[src/iop_regs.svh]
`ifndef IOP_REGS_SVH
`define IOP_REGS_SVH

// Register addresses on the plain register port
`define IOP_ADDR_IN_LEVELS 32'hfffff400
`define IOP_ADDR_LATCH 32'hfffff402
`define IOP_ADDR_DIR 32'hfffff422
`define IOP_ADDR_FUNC_SEL 32'hfffff442
`define IOP_ADDR_ALT_DIR 32'hfffff462

// Reset values
`define IOP_LATCH_RESET 6'h00
`define IOP_DIR_RESET 6'h3f
`define IOP_FUNC_SEL_RESET 6'h00
`define IOP_ALT_DIR_RESET 2'h0
`define IOP_RDATA_IDLE 8'h00

// Field layout
`define IOP_IN_PINS 8
`define IOP_IO_PINS 6
`define IOP_ALT_LO_BIT 0
`define IOP_ALT_HI_BIT 3
`define IOP_DIR_UNUSED 2'h3
`define IOP_UNUSED_ZERO 2'h0

// Operating mode strap values
`define IOP_MODE_SINGLE_CHIP0 2'h0

`endif

[src/iop_pkg.sv]
`default_nettype none

package iop_pkg;

  typedef struct packed {
    logic [5:0] latch;
    logic [5:0] dir;
    logic [5:0] func_sel;
    logic [1:0] alt_dir;
    logic [5:0] pin_out;
    logic [5:0] pin_oe;
    logic [7:0] rdata;
    logic [1:0] opmode;
    logic captured;
  } iop_state_t;

endpackage

`default_nettype wire

[src/iop_pin_if.sv]
`timescale 1ns/10ps
`default_nettype none

interface iop_pin_if #(
  parameter int WIDTH = 16
);
  logic [WIDTH-1:0] raw;
  logic [WIDTH-1:0] sync;
  modport sync_side(input raw, output sync);
  modport user(output raw, input sync);
endinterface : iop_pin_if

`default_nettype wire

[src/iop_port_top.sv]
// Summary of operation
// - Eight-pin port is input only, no driver.
// - Reading input port returns live pin levels.
// - Input port alternate functions are always connected.
// - Input pins feed NMI, stop, trigger, interrupts.
// - Six-pin port, per-pin direction, bits 5..0 used.
// - Direction, function-select, alt-direction registers configure port.
// - Control mode gives timer and interrupt pin functions.
// - Bus pins become bus functions outside single-chip mode 0.
// - Function-select bit 1 means control; resets zero.
// - Alt-direction bits 3,0 pick timer input or output.
// - Read returns pin, latch or alternate output.
`timescale 1ns/10ps
`default_nettype none
`include "iop_regs.svh"

module iop_port_top (
  input wire logic clk_in,
  input wire logic reset_in,
  input wire logic [31:0] reg_addr_in,
  input wire logic [7:0] reg_wdata_in,
  input wire logic reg_write_in,
  input wire logic reg_read_in,
  output logic [7:0] reg_rdata_out,
  input wire logic [7:0] in_port_pins_in,
  input wire logic [5:0] bidir_pins_in,
  output logic [5:0] bidir_pins_out,
  output logic [5:0] bidir_pins_oe_out,
  input wire logic [1:0] op_mode_pins_in,
  input wire logic [1:0] timer_output_in,
  output logic nmi_request_out,
  output logic [1:0] timer_output_stop_in_out,
  output logic [1:0] converter_trigger_in_out,
  output logic [6:0] ext_irq_input_out,
  output logic [1:0] timer_count_input_out,
  output logic [1:0] count_direction_input_out,
  output logic [1:0] counter_clear_input_out,
  output logic [3:0] port1_ext_irq_input_out,
  output logic bus_pins_function_out
);

  localparam int SYNC_W = `IOP_IN_PINS + `IOP_IO_PINS + 2;

  iop_pkg::iop_state_t st_reg;
  iop_pkg::iop_state_t st_next;
  logic [7:0] in_sync;
  logic [5:0] io_sync;
  logic [1:0] mode_sync;
  logic [5:0] alt_is_out;
  logic [5:0] alt_val;
  logic [5:0] io_read;
  logic [7:0] read_mux;

  ////////////////////////////////////////////////////////////////////////
  // Pin synchronisers

  iop_pin_if #(.WIDTH(SYNC_W)) pin_bus ();

  assign pin_bus.raw = {op_mode_pins_in, bidir_pins_in, in_port_pins_in};

  iop_sync #(.WIDTH(SYNC_W)) u_sync (
    .clk_in(clk_in),
    .pins(pin_bus.sync_side)
  );

  assign in_sync = pin_bus.sync[7:0];
  assign io_sync = pin_bus.sync[13:8];
  assign mode_sync = pin_bus.sync[15:14];

  ////////////////////////////////////////////////////////////////////////
  // Input-only port alternates, never gated

  assign nmi_request_out = in_sync[0];
  assign timer_output_stop_in_out = in_sync[2:1];
  assign converter_trigger_in_out = in_sync[4:3];
  assign ext_irq_input_out = in_sync[7:1];

  ////////////////////////////////////////////////////////////////////////
  // Six-pin port alternates

  // Only pins 0 and 3 have an output alternate
  always_comb begin
    alt_is_out = 6'h00;
    alt_val = 6'h00;
    alt_is_out[`IOP_ALT_LO_BIT] = st_reg.alt_dir[0];
    alt_is_out[`IOP_ALT_HI_BIT] = st_reg.alt_dir[1];
    alt_val[`IOP_ALT_LO_BIT] = st_reg.alt_dir[0] & timer_output_in[0];
    alt_val[`IOP_ALT_HI_BIT] = st_reg.alt_dir[1] & timer_output_in[1];
  end

  // Timer count inputs only in control mode with alt-direction input; other control inputs need control mode only
  assign timer_count_input_out = {
    io_sync[3] & st_reg.func_sel[3] & ~st_reg.alt_dir[1],
    io_sync[0] & st_reg.func_sel[0] & ~st_reg.alt_dir[0]};
  assign count_direction_input_out = {io_sync[4] & st_reg.func_sel[4],
                                      io_sync[1] & st_reg.func_sel[1]};
  assign counter_clear_input_out = {io_sync[5] & st_reg.func_sel[5],
                                    io_sync[2] & st_reg.func_sel[2]};
  assign port1_ext_irq_input_out = {io_sync[5:4] & st_reg.func_sel[5:4],
                                    io_sync[2:1] & st_reg.func_sel[2:1]};

  ////////////////////////////////////////////////////////////////////////
  // Read path

  always_comb begin
    for (int i = 0; i < `IOP_IO_PINS; i++) begin
      if (st_reg.dir[i]) begin
        io_read[i] = io_sync[i];
      end else if (st_reg.func_sel[i]) begin
        io_read[i] = alt_val[i];
      end else begin
        io_read[i] = st_reg.latch[i];
      end
    end
  end

  always_comb begin
    case (reg_addr_in)
      `IOP_ADDR_IN_LEVELS: read_mux = in_sync;
      `IOP_ADDR_LATCH: read_mux = {`IOP_UNUSED_ZERO, io_read};
      `IOP_ADDR_DIR: read_mux = {`IOP_DIR_UNUSED, st_reg.dir};
      `IOP_ADDR_FUNC_SEL: read_mux = {`IOP_UNUSED_ZERO, st_reg.func_sel};
      `IOP_ADDR_ALT_DIR: read_mux = {4'h0, st_reg.alt_dir[1], 2'h0, st_reg.alt_dir[0]};
      default: read_mux = `IOP_RDATA_IDLE;
    endcase
  end

  ////////////////////////////////////////////////////////////////////////
  // State update

  always_comb begin
    st_next = st_reg;
    st_next.rdata = reg_read_in ? read_mux : `IOP_RDATA_IDLE;
    if (reg_write_in) begin
      case (reg_addr_in)
        `IOP_ADDR_LATCH: st_next.latch = reg_wdata_in[5:0];
        `IOP_ADDR_DIR: st_next.dir = reg_wdata_in[5:0];
        `IOP_ADDR_FUNC_SEL: st_next.func_sel = reg_wdata_in[5:0];
        `IOP_ADDR_ALT_DIR: st_next.alt_dir = {reg_wdata_in[`IOP_ALT_HI_BIT],
                                              reg_wdata_in[`IOP_ALT_LO_BIT]};
        // Input-only port has no writable latch
        default: st_next.latch = st_reg.latch;
      endcase
    end
    // Strap caught once, on the first edge after reset release
    if (!st_reg.captured) begin
      st_next.opmode = mode_sync;
      st_next.captured = 1'b1;
    end
    for (int i = 0; i < `IOP_IO_PINS; i++) begin
      if (st_reg.func_sel[i]) begin
        // Control mode drives only for a timer output alternate
        st_next.pin_oe[i] = alt_is_out[i];
        st_next.pin_out[i] = alt_val[i];
      end else begin
        st_next.pin_oe[i] = ~st_reg.dir[i];
        st_next.pin_out[i] = st_reg.latch[i];
      end
    end
  end

  always_ff @(posedge clk_in) begin
    if (reset_in) begin
      st_reg.latch <= `IOP_LATCH_RESET;
      st_reg.dir <= `IOP_DIR_RESET;
      st_reg.func_sel <= `IOP_FUNC_SEL_RESET;
      st_reg.alt_dir <= `IOP_ALT_DIR_RESET;
      st_reg.pin_out <= `IOP_LATCH_RESET;
      st_reg.pin_oe <= `IOP_LATCH_RESET;
      st_reg.rdata <= `IOP_RDATA_IDLE;
      st_reg.opmode <= `IOP_MODE_SINGLE_CHIP0;
      st_reg.captured <= 1'b0;
    end else begin
      st_reg <= st_next;
    end
  end

  assign reg_rdata_out = st_reg.rdata;
  assign bidir_pins_out = st_reg.pin_out;
  assign bidir_pins_oe_out = st_reg.pin_oe;
  // Bus pins stay port inputs until the strap is known
  assign bus_pins_function_out = st_reg.captured &&
                                 (st_reg.opmode != `IOP_MODE_SINGLE_CHIP0);
endmodule // iop_port_top

`default_nettype wire

[src/iop_sync.sv]
`timescale 1ns/10ps
`default_nettype none

module iop_sync #(
  parameter int WIDTH = 16
) (
  input wire logic clk_in,
  iop_pin_if.sync_side pins
);

  typedef struct packed {
    logic [WIDTH-1:0] s2;
    logic [WIDTH-1:0] s1;
  } iop_sync_state_t;

  iop_sync_state_t st_reg;
  iop_sync_state_t st_next;

  generate
    if (WIDTH < 1) begin : g_bad_width
      $error("iop_sync: WIDTH must be at least 1");
    end
  endgenerate

  // First stage feeds only the second stage
  always_comb begin
    st_next = st_reg;
    st_next.s1 = pins.raw;
    st_next.s2 = st_reg.s1;
  end

  // No reset: keeps sampling through reset so the strap is settled at release
  always_ff @(posedge clk_in) begin
    st_reg <= st_next;
  end

  assign pins.sync = st_reg.s2;

endmodule // iop_sync

`default_nettype wire

[config.mk]
export PLATFORM = sky130hd
export DESIGN_NAME = iop_port_top
export DESIGN_NICKNAME = d
export VERILOG_FILES = /design/src/iop_pkg.sv /design/src/iop_pin_if.sv /design/src/iop_port_top.sv /design/src/iop_sync.sv
export VERILOG_INCLUDE_DIRS = /design/src
export SDC_FILE = /design/constraint.sdc
export NUM_CORES = 1
export LEC_CHECK = 0
export BUFFER_PORTS_ARGS = -buffer_cell sky130_fd_sc_hd__buf_2
export CAP_MARGIN = 20
export CORE_ASPECT_RATIO = 1.2
export CORE_UTILIZATION = 52
export DETAILED_ROUTE_END_ITERATION = 10
export PLACE_DENSITY = 0.84
export SLEW_MARGIN = 40
export SYNTH_ARGS = -nofsm -noshare
export SYNTH_HDL_FRONTEND = slang
export SYNTH_SLANG_ARGS = --single-unit
export TNS_END_PERCENT = 5
[constraint.sdc]
create_clock -name clk_in -period 4.45 [get_ports clk_in]
set_clock_uncertainty 0.1 [all_clocks]
set_input_delay 0.445 -clock clk_in [delete_from_list [all_inputs] [get_ports clk_in]]
set_output_delay 0.445 -clock clk_in [all_outputs]
set_load 0.02 [all_outputs]
==> PnR_summary.wiki, run 1 <==
{| class="wikitable"
! Metric !! Value
|-
| Die width || 69.6 um
|-
| Top Family by Delay on Critical Path || simple AND/OR/NAND/NOR gates
|-
| Top fanout value on the critical path || 6
|-
| Total length of routed wires || around 5.7 mm
|-
| Series of cell instances along the critical path || buf_2 > or4_4 > nor4_1 > nand4b_2 > mux2i_1
|-
| Worst Path Class, Setup || in2reg
|-
| Slew at the pin with the worst max-slew slack || 0.619 ns
|-
| Post-cts resize count || 0
|-
| Max reg flops || 21
|-
| Sinks on the clock net || 75
|-
| Area taken by flip-flops and latches || 1500 um2
|-
| Full die area || about 5800 um2
|-
| Detail Route Antenna Nets || 0
|-
| Most used flip-flop cell after synthesis || dfxtp_1
|-
| Clock Root Buffer || clkbuf_8
|-
| Synth Register Bits || 75
|-
| Fraction of registers with async set or reset after synthesis || 0%
|-
| Pre-Repair DR Iteration Count || 4
|-
| Category of the worst setup path launch point || input port
|-
| Headroom to the max-slew limit || between 50% and 60%
|-
| Highest clock rate || 527 MHz
|-
| Site Rows || 29
|-
| Initial antenna violation count || 0
|-
| Worst-path cell with the longest stage delay || or4_4
|-
| Worst reg2reg startpoint || st_reg[30]
|-
| Critical path endpoint category || flip-flop
|-
| Per-cell via count in the routed design || 5.11
|-
| Average footprint of a synthesized cell || approximately 10 um2
|-
| Number of levels in the clock H-tree || 3
|-
| Part of the Yosys area used for sequential elements || 52.7%
|-
| Clock tree from TritonCTS || done
|-
| Mapped Area || around 2800 um2
|-
| RSZ-0062 raised after global routing || no
|-
| EDFF count, synth || 0
|-
| Proportion of layout cells with a drive suffix above 1 || 36.1%
|-
| Logic depth of the worst setup path including buffers || 5
|-
| Cells after Synth || 278
|-
| Critical Path Max Stage Delay || 0.56 ns
|-
| Total DRC errors in the routed layout || 0
|-
| Total Power Consumption || 1.36 mW
|-
| Number of warning messages in the yosys log || 0
|-
| Final Critical Period || 1.90 ns
|-
| Worst path bufs/invs || 1
|-
| Worst reg2reg path endpoint || reg_rdata_out[5]
|-
| Final worst-path cycle share || 42.6%
|-
| # Max-Cap Violations || 0
|-
| Fin. Hold Viols || 0
|-
| Insertion delay of the later-clocked pin in the worst-skew pair || 0.34 ns
|-
| Boundary Pins || 105
|-
| WL per Instance || between 10 and 15 um
|-
| Power per Cell Area || roughly 400 nW/um2
|-
| Hold-fix buffer count after cts || 0
|-
| Wire length of the first global-routing pass || between 8 and 9 mm
|-
| Register-to-register path setup slack || between 2 and 3 ns
|-
| Setup_tns || 0 ns
|-
| Relative area change from synthesis to final layout || 18.2%
|-
| RD Place Congestion || around 0.75
|-
| Total number of nets in the final design || 409
|-
| DR vias || 2114
|-
| Number of setup violations in the final report || 0
|-
| Max rail drop VDD || 282 uV
|-
| First DRT Iteration DRCs || 100
|-
| Core region area || 5300 um2
|-
| Number of buffers added for setup after CTS || 0
|-
| Maximum number of pins on one net before global-route repair || 29
|-
| Die height || around 83 um
|-
| Number of pins with negative max-slew slack in the final report || 0
|-
| Netlist cell types || 33
|-
| Count of input and output buffers || 102
|-
| Worst setup path endpoint || st_reg[34]
|-
| Post-route design area || 3370 um2
|-
| Starting utilization of the core area || between 50% and 60%
|-
| Estimated wirelength of the detail-placed design || between 4 and 5 mm
|-
| Total track usage || 20.2%
|-
| Required time of the worst setup path || 4.62 ns
|-
| Antenna diode instance count || 0
|-
| Leakage power figure || 1.65 nW
|-
| CTS buffer count || 9
|-
| Placed cell area || 3140 um2
|-
| Area of the multi-input gates || 1040 um2
|-
| Clock-pin slew of the registers on the worst-case setup and hold paths || 0.08 ns
|-
| Data arrival time at the worst-slack endpoint || 2.07 ns
|-
| Vias in the first global route || about 2000
|-
| Gr ovfl total || 0
|-
| Result of the run || complete, no violations
|-
| Source of the critical timing path || reg_addr_in[7]
|-
| Worst min-delay path category || in2reg
|-
| Nets in the synthesized netlist || 340
|-
| Final-layout fill cell count || 447
|-
| Buffer levels on the longest clock path || 2
|-
| Worst Reg-to-Reg Cells || 4
|}
[layer usage]
layer	global-route usage, %	share of wire (%)
met1	21.4	41
met4	11.7	2.9
met5	0	0
met2	34.5	49
met3	7.04	7.2
[worst min path at each step]
stage,startpoint,endpoint,slack [ns],depth (start not counted)
finish,bidir_pins_in[2],u_sync.st_next[26],0.09,1
global route,bidir_pins_in[3],u_sync.st_next[27],0.07,1
CTS,bidir_pins_in[3],u_sync.st_next[27],0.08,1
detailed placement,u_sync.st_next[17],u_sync.pins.sync[1],0.21,0
global placement,u_sync.st_next[31],u_sync.pins.sync[15],0.21,0
floorplan,u_sync.st_next[16],u_sync.pins.sync[0],0.21,0
[placed cells by master, fill, tap and decap left out, types with 6 or more instances in the layout]
cell,count
buf_2,102
dfxtp_1,75
nand2_1,27
mux2i_1,22
nor2_1,18
a21oi_1,15
clkbuf_8,11
and2_1,8
o21ai_0,8
nor3b_1,6
nor3_1,6
[cells in the mapped netlist, types with 3 or more instances]
library cell	instances	area (um2)
o21ai_0	8	40.0
or4b_2	4	40.0
mux2i_1	22	220
nand2_1	27	101
dfxtp_1	75	1500
nor2_1	18	67.6
nand2b_1	3	18.8
nor3b_1	6	45.0
clkbuf_1	7	26.3
nor2b_1	5	31.3
and2_1	8	50.1
buf_4	35	263
nand3b_1	4	30.0
o21a_1	3	22.5
a21oi_1	15	75.1
nor3_1	6	30.0
nand4_1	5	31.3
[where the power goes]
| group | switching [mW] | internal [mW] |
|---|---|---|
| sequential | 0.00646 | 0.688 |
| combinational | 0.0442 | 0.0336 |
| clock | 0.237 | 0.346 |
| total | 0.288 | 1.07 |
[metrics by stage]
stage | std cells | hold slack, ns | setup WS (ns) | utilization [%]
3_5_place_dp | 398 | 0.212 | 2.19 | 59.3
5_1_grt | 414 | 0.0730 | 2.46 | 63.6
3_3_place_gp | 398 | 0.210 | 2.22 | 59.3
4_1_cts | 414 | 0.0767 | 2.55 | 63.6
2_1_floorplan | 278 | 0.210 | 2.51 | -
6_report | 414 | 0.0903 | 2.55 | 63.6
[final cells by class]
type / instances / share of cell area, %
flip-flops and latches: 75 / 44.6
multi-input cells: 157 / 31.0
repair buffers: 102 / 15.2
clock buffers: 12 / 4.61
well taps: 62 / 2.30
clock inverters: 4 / 2.15
inverters: 2 / 0.223
[kinds of logic after synthesis]
kind of cell	count (synthesis)	share of synthesized area [%]
AO/OA/AOI/OAI	32	6.50
buffers and inverters	46	10.7
flip-flops	75	52.7
multiplexers	22	7.73
AND/OR/NAND/NOR	103	22.4
Power figures use the tool's default switching activity.
==> inputs of run 2 (changes only) <==
--- a/config.mk
+++ b/config.mk
@@ -6,12 +6,13 @@
 export SDC_FILE = /design/constraint.sdc
 export NUM_CORES = 1
 export LEC_CHECK = 0
+export ABC_AREA = 1
 export BUFFER_PORTS_ARGS = -buffer_cell sky130_fd_sc_hd__buf_2
 export CAP_MARGIN = 20
 export CORE_ASPECT_RATIO = 1.2
-export CORE_UTILIZATION = 52
+export CORE_UTILIZATION = 49
 export DETAILED_ROUTE_END_ITERATION = 10
-export PLACE_DENSITY = 0.84
+export PLACE_DENSITY = 0.78
 export SLEW_MARGIN = 40
 export SYNTH_ARGS = -nofsm -noshare
 export SYNTH_HDL_FRONTEND = slang
==> constraint.sdc (replaced) <==
create_clock -name clk_in -period 1.9 [get_ports clk_in]
set_clock_uncertainty 0.1 [all_clocks]
set_input_delay 0.19 -clock clk_in [delete_from_list [all_inputs] [get_ports clk_in]]
set_output_delay 0.19 -clock clk_in [all_outputs]
set_load 0.02 [all_outputs]
==> PnR_summary.wiki, run 2 <==
{| class="wikitable"
! Metric !! Value
|-
| Top fanout value on the critical path || 7
|-
| Max rail drop VDD || ~600 uV
|-
| Leakage power figure || 1.96 nW
|-
| Antenna diode instance count || 0
|-
| WL per Instance || ~11 um
|-
| Combinational Power Share || under 10%
|-
| Register-to-register path setup slack || between 0.5 and 0.6 ns
|-
| Full die area || 6520 um2
|-
| Count of input and output buffers || 102
|-
| Number of warning messages in the yosys log || 0
|-
| Design internal power || 2.57 mW
|-
| Clock Root Buffer || clkbuf_8
|-
| Data arrival time at the worst-slack endpoint || 1.15 ns
|-
| Worst min-delay path category || in2reg
|-
| Worst reg2reg path endpoint || reg_rdata_out[3]
|-
| Part of the Yosys area used for sequential elements || 49.5%
|-
| Top cells by count, synth || 75 x dfxtp_1, 70 x nand2_1, 40 x inv_1, 36 x buf_4, 26 x nor2_1
|-
| Critical path endpoint category || output pin
|-
| Nets in the synthesized netlist || between 400 and 500
|-
| Worst-path cell with the longest stage delay || dfxtp_1
|-
| Clock-pin slew of the registers on the worst-case setup and hold paths || roughly 0.080 ns
|-
| Wire length of the first global-routing pass || 9.89 mm
|-
| Fraction of synthesized cell area taken by the top area cell type || 49.5%
|-
| Worst hold path stage count || 3
|-
| Share of power burned in the clock network || around 44%
|-
| Average footprint of a synthesized cell || 8.50 um2
|-
| Max reg flops || 21
|-
| Die width || 73.9 um
|-
| Netlist cell types || 24
|-
| Mapped Area || 3040 um2
|-
| Gr ovfl total || 0
|-
| Total number of nets in the final design || 508
|-
| Post-route design area || 3770 um2
|-
| Sinks on the clock net || 75
|-
| Placed cell area || 3360 um2
|-
| Critical Path Max Stage Delay || around 0.46 ns
|-
| Most used flip-flop cell after synthesis || dfxtp_1
|-
| Most common cell after layout, fill and taps aside || buf_2
|-
| Result of the run || complete, no violations
|-
| Worst Reg-to-Reg Cells || 7
|-
| Total DRC errors in the routed layout || 0
|-
| Hold Crit Start || reg_wdata_in[0]
|-
| Vias in the first global route || 2335
|-
| CTS buffer count || 9
|-
| Cell taking the most area after synthesis || dfxtp_1
|-
| Switching fraction of total power || 21.1%
|-
| Post-Route Utilization || 62.7%
|-
| Number of levels in the clock H-tree || 3
|-
| Slew at the pin with the worst max-slew slack || 0.337 ns
|-
| Maximum number of pins on one net before global-route repair || 20
|-
| First DRT Iteration DRCs || 147
|-
| Estimated wirelength of the detail-placed design || 4.29 mm
|-
| WHS Endpoint || alt_is_out[0]
|-
| Pre-Repair DR Iteration Count || 4
|-
| Die height || 88.2 um
|-
| Power per Cell Area || 865 nW/um2
|-
| DR vias || ~2500
|-
| Most frequent cells in the layout || 102 x buf_2, 75 x dfxtp_1, 70 x nand2_1, 40 x inv_1, 26 x nor2_1
|-
| Starting utilization of the core area || 50.5%
|-
| Relative area change from synthesis to final layout || 24.2%
|-
| Total length of routed wires || 6.10 mm
|-
| Cells after Synth || 357
|-
| Boundary Pins || 105
|-
| Synth Register Bits || 75
|-
| Fin. Hold Viols || 0
|-
| RSZ-0062 raised after global routing || no
|-
| Worst Path Class, Setup || reg2out
|-
| Initial antenna violation count || 0
|-
| Per-cell via count in the routed design || 4.64
|-
| Setup_tns || 0 ns
|-
| Number of pins with negative max-slew slack in the final report || 0
|-
| Site Rows || 31
|-
| Fraction of registers with async set or reset after synthesis || 0%
|-
| Worst reg2reg startpoint || st_reg[28]
|-
| RD Place Congestion || 0.820
|-
| Switching power of the nets || 0.687 mW
|-
| Proportion of layout cells with a drive suffix above 1 || between 30% and 40%
|-
| Sequential Power Share || 49.9%
|-
| Insertion delay of the later-clocked pin in the worst-skew pair || 0.35 ns
|-
| Buffer levels on the longest clock path || 2
|-
| Post-cts resize count || 0
|-
| # Max-Cap Violations || 0
|-
| Clock tree from TritonCTS || done
|-
| Core region area || 6010 um2
|-
| EDFF count, synth || 0
|-
| Final Critical Period || 1.44 ns
|-
| Number of setup violations in the final report || 0
|-
| Detail Route Antenna Nets || 0
|-
| Final-layout fill cell count || 512
|-
| Area contributors post-synth || dfxtp_1 49%, buf_4 8.9%, nand2_1 8.7%, inv_1 4.9%, nand3_1 4.1%
|-
| Required time of the worst setup path || 1.61 ns
|-
| Headroom to the max-slew limit || 77.5%
|-
| Category of the worst setup path launch point || flip-flop
|-
| Total track usage || around a fifth
|-
| Series of cell instances along the critical path || nand2_1 > nor2_1 > buf_2
|-
| Cell with the most instances after synthesis || dfxtp_1
|-
| Final worst-path cycle share || 75.9%
|-
| Highest clock rate || just under 700 MHz
|}
-- run 2: changes by cell type after synthesis, moves of 6 or more --
cell,previous run,this run
inv_1,2,40
o21ai_2,0,8
nand3_1,2,25
a21oi_2,0,8
and2_1,8,0
nor3b_1,6,0
o211ai_1,0,6
mux2i_1,22,0
nand2_1,27,70
nor2_1,18,26
-- run 2: metal layers --
metal / wire length [um] / GRT usage [%] / share of wire, % / up-vias
met4: 125 / 10.7 / 2.0 / 0
li1: - / - / - / 1278
met1: 2450 / 21.8 / 40 / 1092
met5: 0 / 0 / 0 / -
met2: 3140 / 36.1 / 52 / 84
met3: 380 / 7.18 / 6.2 / 13
-- run 2: cell families after synthesis --
| kind of cell | after synthesis | share of synthesized area, % |
|---|---|---|
| compound gates | 53 | 11.7 |
| buf+inv | 84 | 15.6 |
| flops | 75 | 49.5 |
| simple gates | 145 | 23.2 |
-- run 2: cell type report --
type / instances / area, um2 / area share [%]
Inverter: 40 / 150 / 3.98
Clock inverter: 6 / 115 / 3.05
Multi-Input combinational cell: 198 / 1060 / 28.1
Clock buffer: 9 / 124 / 3.29
Timing Repair Buffer: 122 / 716 / 19.0
Tap cell: 82 / 103 / 2.72
Sequential cell: 75 / 1500 / 39.8
-- run 2: worst max-delay path, delay by kind of cell (launching register included) --
kind,cells,cell delay [ns]
flip-flops,1,0.46
buffers and inverters,1,0.17
AND/OR/NAND/NOR,2,0.17
-- run 2: worst max path at each step --
| stage | start | end | depth (start not counted) |
|---|---|---|---|
| 2_1_floorplan | reg_addr_in[11] | st_reg[27] | 10 |
| 3_3_place_gp | reg_addr_in[11] | st_reg[41] | 11 |
| 5_1_grt | st_reg[28] | timer_count_input_out[1] | 3 |
| 4_1_cts | st_reg[28] | timer_count_input_out[1] | 3 |
| 6_report | st_reg[28] | timer_count_input_out[1] | 3 |
| 3_5_place_dp | reg_addr_in[21] | alt_is_out[0] | 10 |
-- run 2: stage by stage --
step                      hold slack [ns]  power, mW  setup WS, ns  std cells
final                              0.0208       3.26         0.457        532
after global routing               0.0185       3.38         0.364        532
after CTS                         0.00680       3.28         0.447        532
after detailed placement            0.194       1.82         0.231        500
after global placement              0.192       1.82         0.264        500
after floorplan                     0.118       1.75         0.547        357
-- run 2: repair_timing --
| item | 4_1_cts | 5_1_grt |
|---|---|---|
| hold buffers | 17 | 0 |
| hold endpoints to repair | 17 | 0 |
| setup buffers | 0 | 0 |
-- run 2: power by group through the flow --
stage / sequential, mW / combinational, mW / clock [mW]
after global placement: 1.66 / 0.159 / 0
after detailed placement: 1.66 / 0.162 / 0
final: 1.63 / 0.190 / 1.44
after global routing: 1.63 / 0.210 / 1.54
after floorplan: 1.66 / 0.0945 / 0
after CTS: 1.63 / 0.190 / 1.46
